## src/logic/sac_regs.svh

```systemverilog
// register offsets, field positions and timing counts for the converter control block
`ifndef SAC_REGS_SVH
`define SAC_REGS_SVH
`define SAC_OFF_CTRL 8'h00
`define SAC_OFF_STATUS 8'h04
`define SAC_OFF_RESULT 8'h08
`define SAC_OFF_COUNT 8'h0c
`define SAC_CTRL_ENABLE 0
`define SAC_CTRL_FORCE_PWR 1
`define SAC_CTRL_RESET 2'h1
`define SAC_ST_ACQ 8
`define SAC_ST_HOLD 9
`define SAC_ST_BUSY 10
`define SAC_ST_INTMODE 11
`define SAC_ST_NEW 12
`define SAC_RES_NEW 16
`define SAC_CB_START 7
`define SAC_CB_CH_HI 6
`define SAC_CB_CH_LO 4
`define SAC_CB_SGL 2
`define SAC_CB_PD_HI 1
`define SAC_CB_PD_LO 0
`define SAC_BITS_MUX 4'h4
`define SAC_BITS_SGL 4'h6
`define SAC_BITS_CTRL 4'h8
`define SAC_RES_BITS 16
`define SAC_TRIAL_MSB 16'h8000
`define SAC_TRIAL_LSB 16'h0001
`define SAC_PD_AUTO 2'h0
`define SAC_PD_RSVD 2'h1
`define SAC_PD_INTCLK 2'h2
`define SAC_PD_ON 2'h3
`define SAC_INT_CONV_NS 8000
`define SAC_CLK_MHZ 100
`define SAC_INT_STEPS 17
`endif

```

## src/logic/sac_pkg.sv

```systemverilog
// types shared by the converter control block
package sac_pkg;
    typedef enum logic [6:0] {
        SAC_IDLE = 7'h01,
        SAC_CTRL = 7'h02,
        SAC_WAIT = 7'h04,
        SAC_BUSY = 7'h08,
        SAC_CONV = 7'h10,
        SAC_ICONV = 7'h20,
        SAC_READ = 7'h40
    } sac_state_e;

    typedef struct packed {
        sac_state_e state;
        logic prev_sclk;
        logic [7:0] shreg;
        logic [3:0] bit_cnt;
        logic [7:0] ctrl_byte;
        logic sgl;
        logic [2:0] chan;
        logic [1:0] pd;
        logic int_mode;
        logic acquire;
        logic hold;
        logic busy;
        logic dout;
        logic [15:0] trial;
        logic [15:0] result;
        logic [15:0] last_result;
        logic [15:0] dac;
        logic [7:0] pos_sel;
        logic [7:0] neg_sel;
        logic com_neg;
        logic [9:0] tick;
        logic new_flag;
        logic [15:0] conv_count;
        logic [1:0] ctrl;
        logic [31:0] prdata;
        logic pslverr;
    } sac_core_s;
endpackage

```

## src/logic/sac_sync.sv

```systemverilog
// two-flop synchroniser for inputs from outside the clock domain
`timescale 1ns/1ps
module sac_sync #(
    parameter int WIDTH = 4
) (
    input wire logic clock_in,
    input wire logic srst_in,
    input wire logic [WIDTH-1:0] async_in,
    output logic [WIDTH-1:0] sync_out
);
    typedef struct packed {
        logic [WIDTH-1:0] s1;
        logic [WIDTH-1:0] s2;
    } sac_sync_s;

    sac_sync_s st;
    sac_sync_s next_st;

    if (WIDTH < 1) begin : g_chk
        $error("sac_sync needs WIDTH of at least 1");
    end

    // first stage feeds only the second
    always_comb begin
        next_st = st;
        next_st.s1 = async_in;
        next_st.s2 = st.s1;
    end

    always_ff @(posedge clock_in) begin
        if (srst_in) begin
            st <= '0;
        end else begin
            st <= next_st;
        end
    end

    assign sync_out = st.s2;
endmodule

```

## src/logic/sac_ctrl.sv

```systemverilog
// serial link, multiplexer and SAR sequencing for the eight-channel converter
// Functional notes
// single-ended code picks channel against common
// differential codes pair channels, top bit swaps
// mux configured from serially received bits
// conversion fits three byte transfers, 24 clocks
// first eight clocks capture control byte
// acquire once channel bits are known
// hold and convert after full control byte
// sixteen further clocks perform the conversion
// result is sixteen bits, reference over 65536
// four-wire select, clock, data in, data out
// start bit first, ignore input before it
// busy one period, then bits on falls
// power bits pick power and clock mode
// result MSB first, one bit per clock
`timescale 1ns/1ps
`include "sac_regs.svh"
module sac_ctrl import sac_pkg::*; #(
    parameter int ADDR_W = 8
) (
    input wire logic clock_in,
    input wire logic srst_in,
    input wire logic psel_in,
    input wire logic penable_in,
    input wire logic pwrite_in,
    input wire logic [ADDR_W-1:0] paddr_in,
    input wire logic [31:0] pwdata_in,
    output logic [31:0] prdata_out,
    output logic pready_out,
    output logic pslverr_out,
    input wire logic select_n_in,
    input wire logic shift_clock_in,
    input wire logic cmd_data_in,
    output logic result_data_out,
    output logic result_oe_out,
    output logic busy_out,
    output logic busy_oe_out,
    input wire logic comparator_in,
    output logic [15:0] dac_code_out,
    output logic [7:0] pos_sel_out,
    output logic [7:0] neg_sel_out,
    output logic com_neg_out,
    output logic acquire_out,
    output logic hold_out,
    output logic power_up_out,
    output logic int_clk_mode_out
);
    // conversion step for internal clock mode, longest time rounded down
    localparam int unsigned STEP_CYC = (`SAC_INT_CONV_NS * `SAC_CLK_MHZ / 1000) / `SAC_INT_STEPS;
    localparam logic [9:0] STEP_LAST = 10'(STEP_CYC - 1);

    if (ADDR_W < 8 || STEP_CYC < 1 || STEP_CYC > 1024) begin : g_chk
        $error("sac_ctrl parameters out of range");
    end

    sac_core_s st;
    sac_core_s next_st;
    logic [3:0] sync_q;
    logic sclk_s;
    logic cs_n_s;
    logic din_s;
    logic cmp_s;
    logic cs_act;
    logic rise;
    logic fall;
    logic [7:0] addr8;
    logic [15:0] decided;
    logic [7:0] nsh;

    // pin synchronisers
    sac_sync #(.WIDTH(4)) u_sync (
        .clock_in(clock_in),
        .srst_in(srst_in),
        .async_in({comparator_in, cmd_data_in, select_n_in, shift_clock_in}),
        .sync_out(sync_q)
    );

    assign sclk_s = sync_q[0];
    assign cs_n_s = sync_q[1];
    assign din_s = sync_q[2];
    assign cmp_s = sync_q[3];
    assign cs_act = ~cs_n_s & st.ctrl[`SAC_CTRL_ENABLE];
    assign rise = sclk_s & ~st.prev_sclk;
    assign fall = ~sclk_s & st.prev_sclk;
    assign addr8 = paddr_in[7:0];
    // keep trial bit if input exceeds trial level
    assign decided = st.result | (cmp_s ? st.trial : 16'h0000);
    assign nsh = {st.shreg[6:0], din_s};

    always_comb begin
        next_st = st;
        next_st.prev_sclk = sclk_s;

        // bus setup phase loads read data; access phase commits writes
        if (psel_in && !penable_in) begin
            next_st.pslverr = 1'b0;
            next_st.prdata = 32'h0000_0000;
            unique case (addr8)
                `SAC_OFF_CTRL: next_st.prdata = {30'h0, st.ctrl};
                `SAC_OFF_STATUS: begin
                    next_st.prdata = {19'h0, st.new_flag, st.int_mode, st.busy, st.hold, st.acquire, st.ctrl_byte};
                end
                `SAC_OFF_RESULT: next_st.prdata = {15'h0, st.new_flag, st.last_result};
                `SAC_OFF_COUNT: next_st.prdata = {16'h0, st.conv_count};
                default: next_st.pslverr = 1'b1;
            endcase
        end
        if (psel_in && penable_in) begin
            if (pwrite_in && addr8 == `SAC_OFF_CTRL) begin
                next_st.ctrl = pwdata_in[1:0];
            end
            if (!pwrite_in && addr8 == `SAC_OFF_RESULT) begin
                next_st.new_flag = 1'b0;
            end
        end

        if (!cs_act) begin
            // select high: link idles and outputs release
            next_st.state = SAC_IDLE;
            next_st.bit_cnt = 4'h0;
            next_st.acquire = 1'b0;
            next_st.hold = 1'b0;
            next_st.busy = 1'b0;
            next_st.dout = 1'b0;
            next_st.trial = 16'h0000;
        end else begin
            unique case (st.state)
                SAC_IDLE: begin
                    if (fall) begin
                        next_st.dout = 1'b0;
                    end
                    // wait for start bit
                    if (rise && din_s) begin
                        next_st.state = SAC_CTRL;
                        next_st.bit_cnt = 4'h1;
                        next_st.shreg = 8'h01;
                    end
                end
                SAC_CTRL: begin
                    if (fall) begin
                        next_st.dout = 1'b0;
                    end
                    // shift control bits
                    if (rise) begin
                        next_st.shreg = nsh;
                        next_st.bit_cnt = st.bit_cnt + 4'h1;
                        // channel known, acquire
                        if (st.bit_cnt + 4'h1 == `SAC_BITS_MUX) begin
                            next_st.chan = nsh[2:0];
                            next_st.acquire = 1'b1;
                        end
                        // mode bit from link
                        if (st.bit_cnt + 4'h1 == `SAC_BITS_SGL) begin
                            next_st.sgl = nsh[0];
                        end
                        // byte complete, hold
                        if (st.bit_cnt + 4'h1 == `SAC_BITS_CTRL) begin
                            next_st.ctrl_byte = nsh;
                            next_st.pd = nsh[`SAC_CB_PD_HI:`SAC_CB_PD_LO];
                            next_st.acquire = 1'b0;
                            next_st.hold = 1'b1;
                            next_st.bit_cnt = 4'h0;
                            next_st.result = 16'h0000;
                            next_st.trial = `SAC_TRIAL_MSB;
                            next_st.tick = 10'h000;
                            // clock mode takes effect one conversion late
                            next_st.int_mode = (st.pd == `SAC_PD_INTCLK);
                            if (st.pd == `SAC_PD_INTCLK) begin
                                next_st.state = SAC_ICONV;
                                next_st.busy = 1'b0;
                            end else begin
                                next_st.state = SAC_WAIT;
                            end
                        end
                    end
                end
                SAC_WAIT: begin
                    // busy for one link period
                    if (fall) begin
                        next_st.busy = 1'b1;
                        next_st.state = SAC_BUSY;
                    end
                end
                SAC_BUSY: begin
                    // MSB appears as busy drops
                    if (fall) begin
                        next_st.busy = 1'b0;
                        next_st.result = decided;
                        next_st.dout = cmp_s;
                        next_st.trial = st.trial >> 1;
                        next_st.state = SAC_CONV;
                    end
                end
                SAC_CONV: begin
                    // one decision per further clock
                    if (fall) begin
                        next_st.result = decided;
                        next_st.dout = cmp_s;
                        next_st.trial = st.trial >> 1;
                        // LSB overlaps next control byte
                        if (st.trial == `SAC_TRIAL_LSB) begin
                            next_st.state = SAC_IDLE;
                            next_st.hold = 1'b0;
                            next_st.last_result = decided;
                            next_st.new_flag = 1'b1;
                            next_st.conv_count = st.conv_count + 16'h0001;
                        end
                    end
                end
                SAC_ICONV: begin
                    // self-timed steps, link clock unused
                    next_st.tick = st.tick + 10'h001;
                    if (st.tick == STEP_LAST) begin
                        next_st.tick = 10'h000;
                        next_st.result = decided;
                        next_st.trial = st.trial >> 1;
                        if (st.trial == `SAC_TRIAL_LSB) begin
                            next_st.state = SAC_READ;
                            next_st.busy = 1'b1;
                            next_st.hold = 1'b0;
                            next_st.trial = `SAC_TRIAL_MSB;
                            next_st.last_result = decided;
                            next_st.new_flag = 1'b1;
                            next_st.conv_count = st.conv_count + 16'h0001;
                        end
                    end
                end
                SAC_READ: begin
                    // stored result out MSB first
                    if (fall) begin
                        next_st.dout = |(st.result & st.trial);
                        next_st.trial = st.trial >> 1;
                        if (st.trial == `SAC_TRIAL_LSB) begin
                            next_st.state = SAC_IDLE;
                            next_st.busy = 1'b0;
                        end
                    end
                end
                default: next_st.state = SAC_IDLE;
            endcase
        end

        // sixteen-bit trial level for the DAC
        next_st.dac = next_st.result | next_st.trial;
        // positive leg from chan bits mid, lo, hi
        next_st.pos_sel = 8'h01 << {next_st.chan[1:0], next_st.chan[2]};
        next_st.neg_sel = next_st.sgl ? 8'h00 : 8'h01 << {next_st.chan[1:0], ~next_st.chan[2]};
        next_st.com_neg = next_st.sgl;
    end

    always_ff @(posedge clock_in) begin
        if (srst_in) begin
            st <= '0;
            st.state <= SAC_IDLE;
            st.ctrl <= `SAC_CTRL_RESET;
            st.sgl <= 1'b1;
            st.pos_sel <= 8'h01;
            st.com_neg <= 1'b1;
        end else begin
            st <= next_st;
        end
    end

    // zero wait states; read data registered in the setup phase
    assign pready_out = 1'b1;
    assign prdata_out = st.prdata;
    assign pslverr_out = st.pslverr;
    assign result_data_out = st.dout;
    assign result_oe_out = cs_act;
    assign busy_out = st.busy;
    assign busy_oe_out = cs_act;
    assign dac_code_out = st.dac;
    assign pos_sel_out = st.pos_sel;
    assign neg_sel_out = st.neg_sel;
    assign com_neg_out = st.com_neg;
    assign acquire_out = st.acquire;
    assign hold_out = st.hold;
    // powered during conversions or when held on
    assign power_up_out = (st.pd == `SAC_PD_ON) | st.ctrl[`SAC_CTRL_FORCE_PWR] | (st.state != SAC_IDLE);
    assign int_clk_mode_out = (st.pd == `SAC_PD_INTCLK);

    // helper: link falls counted from busy onward
    logic [4:0] fall_cnt;
    always_ff @(posedge clock_in) begin
        if (srst_in || st.state == SAC_WAIT) begin
            fall_cnt <= 5'h00;
        end else if (fall && (st.state == SAC_BUSY || st.state == SAC_CONV)) begin
            fall_cnt <= fall_cnt + 5'h01;
        end
    end
endmodule

```

## config.mk

```make
export PLATFORM = sky130hd
export DESIGN_NAME = sac_ctrl
export DESIGN_NICKNAME = d
export VERILOG_FILES = /design/src/logic/sac_pkg.sv /design/src/logic/sac_sync.sv /design/src/logic/sac_ctrl.sv
export VERILOG_INCLUDE_DIRS = /design/src /design/src/logic
export SDC_FILE = /design/constraint.sdc
export NUM_CORES = 1
export LEC_CHECK = 0
export BUFFER_PORTS_ARGS = -buffer_cell sky130_fd_sc_hd__buf_2
export CORE_MARGIN = 2
export CORE_UTILIZATION = 60
export DETAILED_ROUTE_END_ITERATION = 10
export GPL_ROUTABILITY_DRIVEN = 0
export PLACE_DENSITY = 0.95
export SETUP_SLACK_MARGIN = 0.5
export SLEW_MARGIN = 20
export SYNTH_ARGS = -nofsm -noshare
export SYNTH_HDL_FRONTEND = slang
export SYNTH_HIERARCHICAL = 1
export SYNTH_SLANG_ARGS = --single-unit
```

## constraint.sdc

```tcl
create_clock -name clock_in -period 6.1 [get_ports clock_in]
set_input_delay 1.22 -clock clock_in [delete_from_list [all_inputs] [get_ports clock_in]]
set_output_delay 1.22 -clock clock_in [all_outputs]
set_load 0.005 [all_outputs]
```

==> flow_metrics.tcl <==
set metrics [dict create \
    status "finished, final reports clean" \
    grt_max_degree 94 \
    grt-ovfl-total 0 \
    ys_ff_latch 171 \
    clk_pin_slew_ns 0.07 \
    die_y_um 119 \
    grt_usage 0.251 \
    synthTopCellsByArea "dfxtp_1 43%, buf_4 6.4%, nor2_1 5.1%" \
    seqPwrFrac 0.509 \
    ys_seq_area_frac 0.433 \
    clock_sinks 171 \
    worstReg2RegStart "st[178]" \
    setup_viol 0 \
    cts_tree "done" \
    cts_resized 0 \
    max_freq_ghz 0.284 \
    period_share 0.577 \
    synth_top_family_by_area "simple AND/OR/NAND/NOR gates" \
    avgSynthCellArea_sq_um 9.06 \
    drtIter0Drc 796 \
    slew_headroom 0.313 \
    fin_nets 911 \
    hp-class "flop to flop" \
    fillers 979 \
    post-route-min-period_ns 3.52 \
    start_util 0.622 \
    cts_made_buffers 17 \
    ir_worst_vdd_v 0.000224 \
    drtAntennaViolNets 0 \
    vias_per_cell 6.13 \
    drc_errors 0 \
    synth_edf_count 0 \
    crit_fanout 16 \
    finalMaxSlewViolations 0 \
    synth_area_sq_um 7910 \
    synth_compound_area_frac 0.184 \
    critical_path_arrival_ns 3.83 \
    grt_pass1_vias 5858 \
    cp_num_buf_inv 0 \
    critical_path_depth 6 \
    yosysWarnings 6 \
    grt_pass1_wl_mm 28.7 \
    synthArstFlopShare 0 \
    worst_r2r_endpoint "dac_code_out[3]" \
    crit_type "flop to flop" \
    tightest_slew_ns 1.03 \
    end_kind "flop" \
    yosysTopAreaCellShare 0.433 \
    clk_path_buf_depth 2 \
    drt-pass1-iter-count 8 \
    switchingPower_w 0.000496 \
    wl_mm 17.7 \
    synth.largest_area_cell "dfxtp_1" \
    final_common_cell "dfxtp_1" \
    synth-main-ff-cell "dfxtp_1" \
    clk_latency_ns 0.43 \
    drive_above_1_share 0.158 \
    place_hpwl_mm 11.7 \
    maxCapViolations 0 \
    required_ns 6.41 \
    die_w_um 119 \
    htreeDepth 4 \
    n_antenna_cell 0 \
    r2r_cells 6 \
    cpMaxStageDelayCell "o41a_1" \
    rows 41 \
    cp_slowest_stage_delay_ns 0.73 \
    crit_path_start "st[178]" \
    synthXorXnorAreaFrac 0.0310 \
    clkPwrFrac 0.461 \
    leakage_nw 3.44 \
    path_cells "or4_4, nor3_2, nor3_1, o41a_1, or2_1, a221o_1" \
    antenna_found_initial 0 \
    critPathLaunchType "flop" \
    path_delay_family "simple AND/OR/NAND/NOR gates" \
    setup_tns_ns 0 \
    post_drt_wl_per_cell_um 17.0 \
    cts_root_buffer "clkbuf_16" \
    syn_inst 873 \
    synth.area.mux_share 0.0481 \
    p_per_area_nw_per_um2 263 \
    final_cell_mix "171 x dfxtp_1, 108 x nor2_1, 77 x buf_2" \
    postCtsHoldBufs 0 \
    syn_to_final_growth_pct 6.33 \
    fin_ws_ns 2.58 \
    ios 124 \
    dieArea_sq_um 14100 \
    ys_types 71 \
    yosys.area_share.simple 0.192 \
    combPwrFrac 0.029 \
    num_vias 6385 \
    synthAdderAreaFrac 0.00949 \
    core_area_sq_um 12700 \
    internal-power_w 0.00171 \
    crit_end "dac_code_out[3]" \
    skew_ns 0.00776 \
    io_buffers 77 \
    place_ws_ns 2.71 \
    post-cts-setup-buffers 0 \
    grt_setup_unrepaired "no" \
    hold_viol 0 \
    r2r_setup_slack_ns 2.58 \
    sw_frac_of_total 0.225 \
]
## final cells by class
type                       instances  area, sq um  share of cell area
clock buffer                      19          443              0.0527
clock inverter                    13          116              0.0138
inverter                          14         52.6             0.00625
multi-input combinational        572         3750               0.446
sequential                       171         3420               0.407
tap                              172          215              0.0256
timing repair buffer              80          408              0.0485
## per-layer routing
metal	vias to the layer above	wire, um	global-route usage
li1	3000	-	-
met1	2994	7440	0.327
met2	332	8150	0.392
met3	59	1530	0.0676
met4	0	551	0.106
met5	-	0	0
## worst reg2reg max path: stages, from the launching register on
cell and delay [ns]:
dfxtp_1 0.46, or4_4 0.63, nor3_2 0.48, nor3_1 0.16, o41a_1 0.73, or2_1 0.55, a221o_1 0.40
## worst min path at each step
stage                            startpoint  cells past startpoint                 end  slack, ns
after CTS                 u_sync/next_st[3]                      1  u_sync/sync_out[3]       0.44
after global placement    u_sync/next_st[3]                      1  u_sync/sync_out[3]       0.42
after floorplan           u_sync/next_st[0]                      1  u_sync/sync_out[0]       0.41
final                     u_sync/next_st[3]                      1  u_sync/sync_out[3]       0.43
after detailed placement  u_sync/next_st[3]                      1  u_sync/sync_out[3]       0.42
after global routing      u_sync/next_st[1]                      1  u_sync/sync_out[1]       0.46
## Yosys cell counts, drive strengths merged, types with 3 or more instances
| cell | count |
|---|---|
| nor2 | 108 |
| or4 | 6 |
| or2 | 6 |
| a21oi | 37 |
| a21o | 17 |
| nor3b | 6 |
| dfxtp | 171 |
| nor4 | 10 |
| o211ai | 3 |
| mux2 | 12 |
| buf | 75 |
| o21ai | 12 |
| a221o | 15 |
| a211oi | 18 |
| nor3 | 23 |
| nand2 | 24 |
| mux2i | 20 |
| nand4 | 7 |
| and4 | 5 |
| a22o | 31 |
| a221oi | 7 |
| and2 | 22 |
| a31oi | 8 |
| clkbuf | 55 |
| nand3 | 24 |
| xnor2 | 11 |
| inv | 14 |
| or3 | 7 |
| and3 | 7 |
| nor2b | 17 |
| a22oi | 21 |
| nand2b | 13 |
| ha | 6 |
| xor2 | 17 |
## power groups by stage
| stage | Combinational (W) | Clock (W) | Sequential (W) |
|---|---|---|---|
| floorplan | 0.0000554 | 0 | 0.00115 |
| global placement | 0.0000620 | 0 | 0.00115 |
| detailed placement | 0.0000627 | 0 | 0.00115 |
| CTS | 0.0000634 | 0.00103 | 0.00113 |
| global route | 0.0000705 | 0.00107 | 0.00113 |
| finish | 0.0000643 | 0.00102 | 0.00113 |
## registers in the layout (all words and copies together) (netlist names), 4 cells and up
register and cells:
st 101, prdata_out 17, dac_code_out 16, neg_sel_out 8, pos_sel_out 8, nsh 7
u_sync/next_st 4, u_sync/sync_out 4
## per-stage QoR
stage | util | instance area [sq um] | total power (W) | hold slack (ns) | instances
floorplan | - | 7960 | 0.00120 | 0.414 | 887
global placement | 0.616 | 7840 | 0.00121 | 0.420 | 1009
detailed placement | 0.616 | 7840 | 0.00121 | 0.423 | 1009
CTS | 0.660 | 8400 | 0.00222 | 0.439 | 1041
global route | 0.661 | 8410 | 0.00227 | 0.456 | 1041
finish | 0.661 | 8410 | 0.00221 | 0.435 | 1041
## kinds of logic (layout without fill, tap and decap cells)
group	after synthesis	after routing
simple gates	293	293
compound gates	195	195
flops	171	171
buf+inv	144	126
mux	34	34
xor+xnor	28	28
fa+ha+maj	6	6
other cells	2	16
No activity file was read; power rests on OpenSTA's default activity.
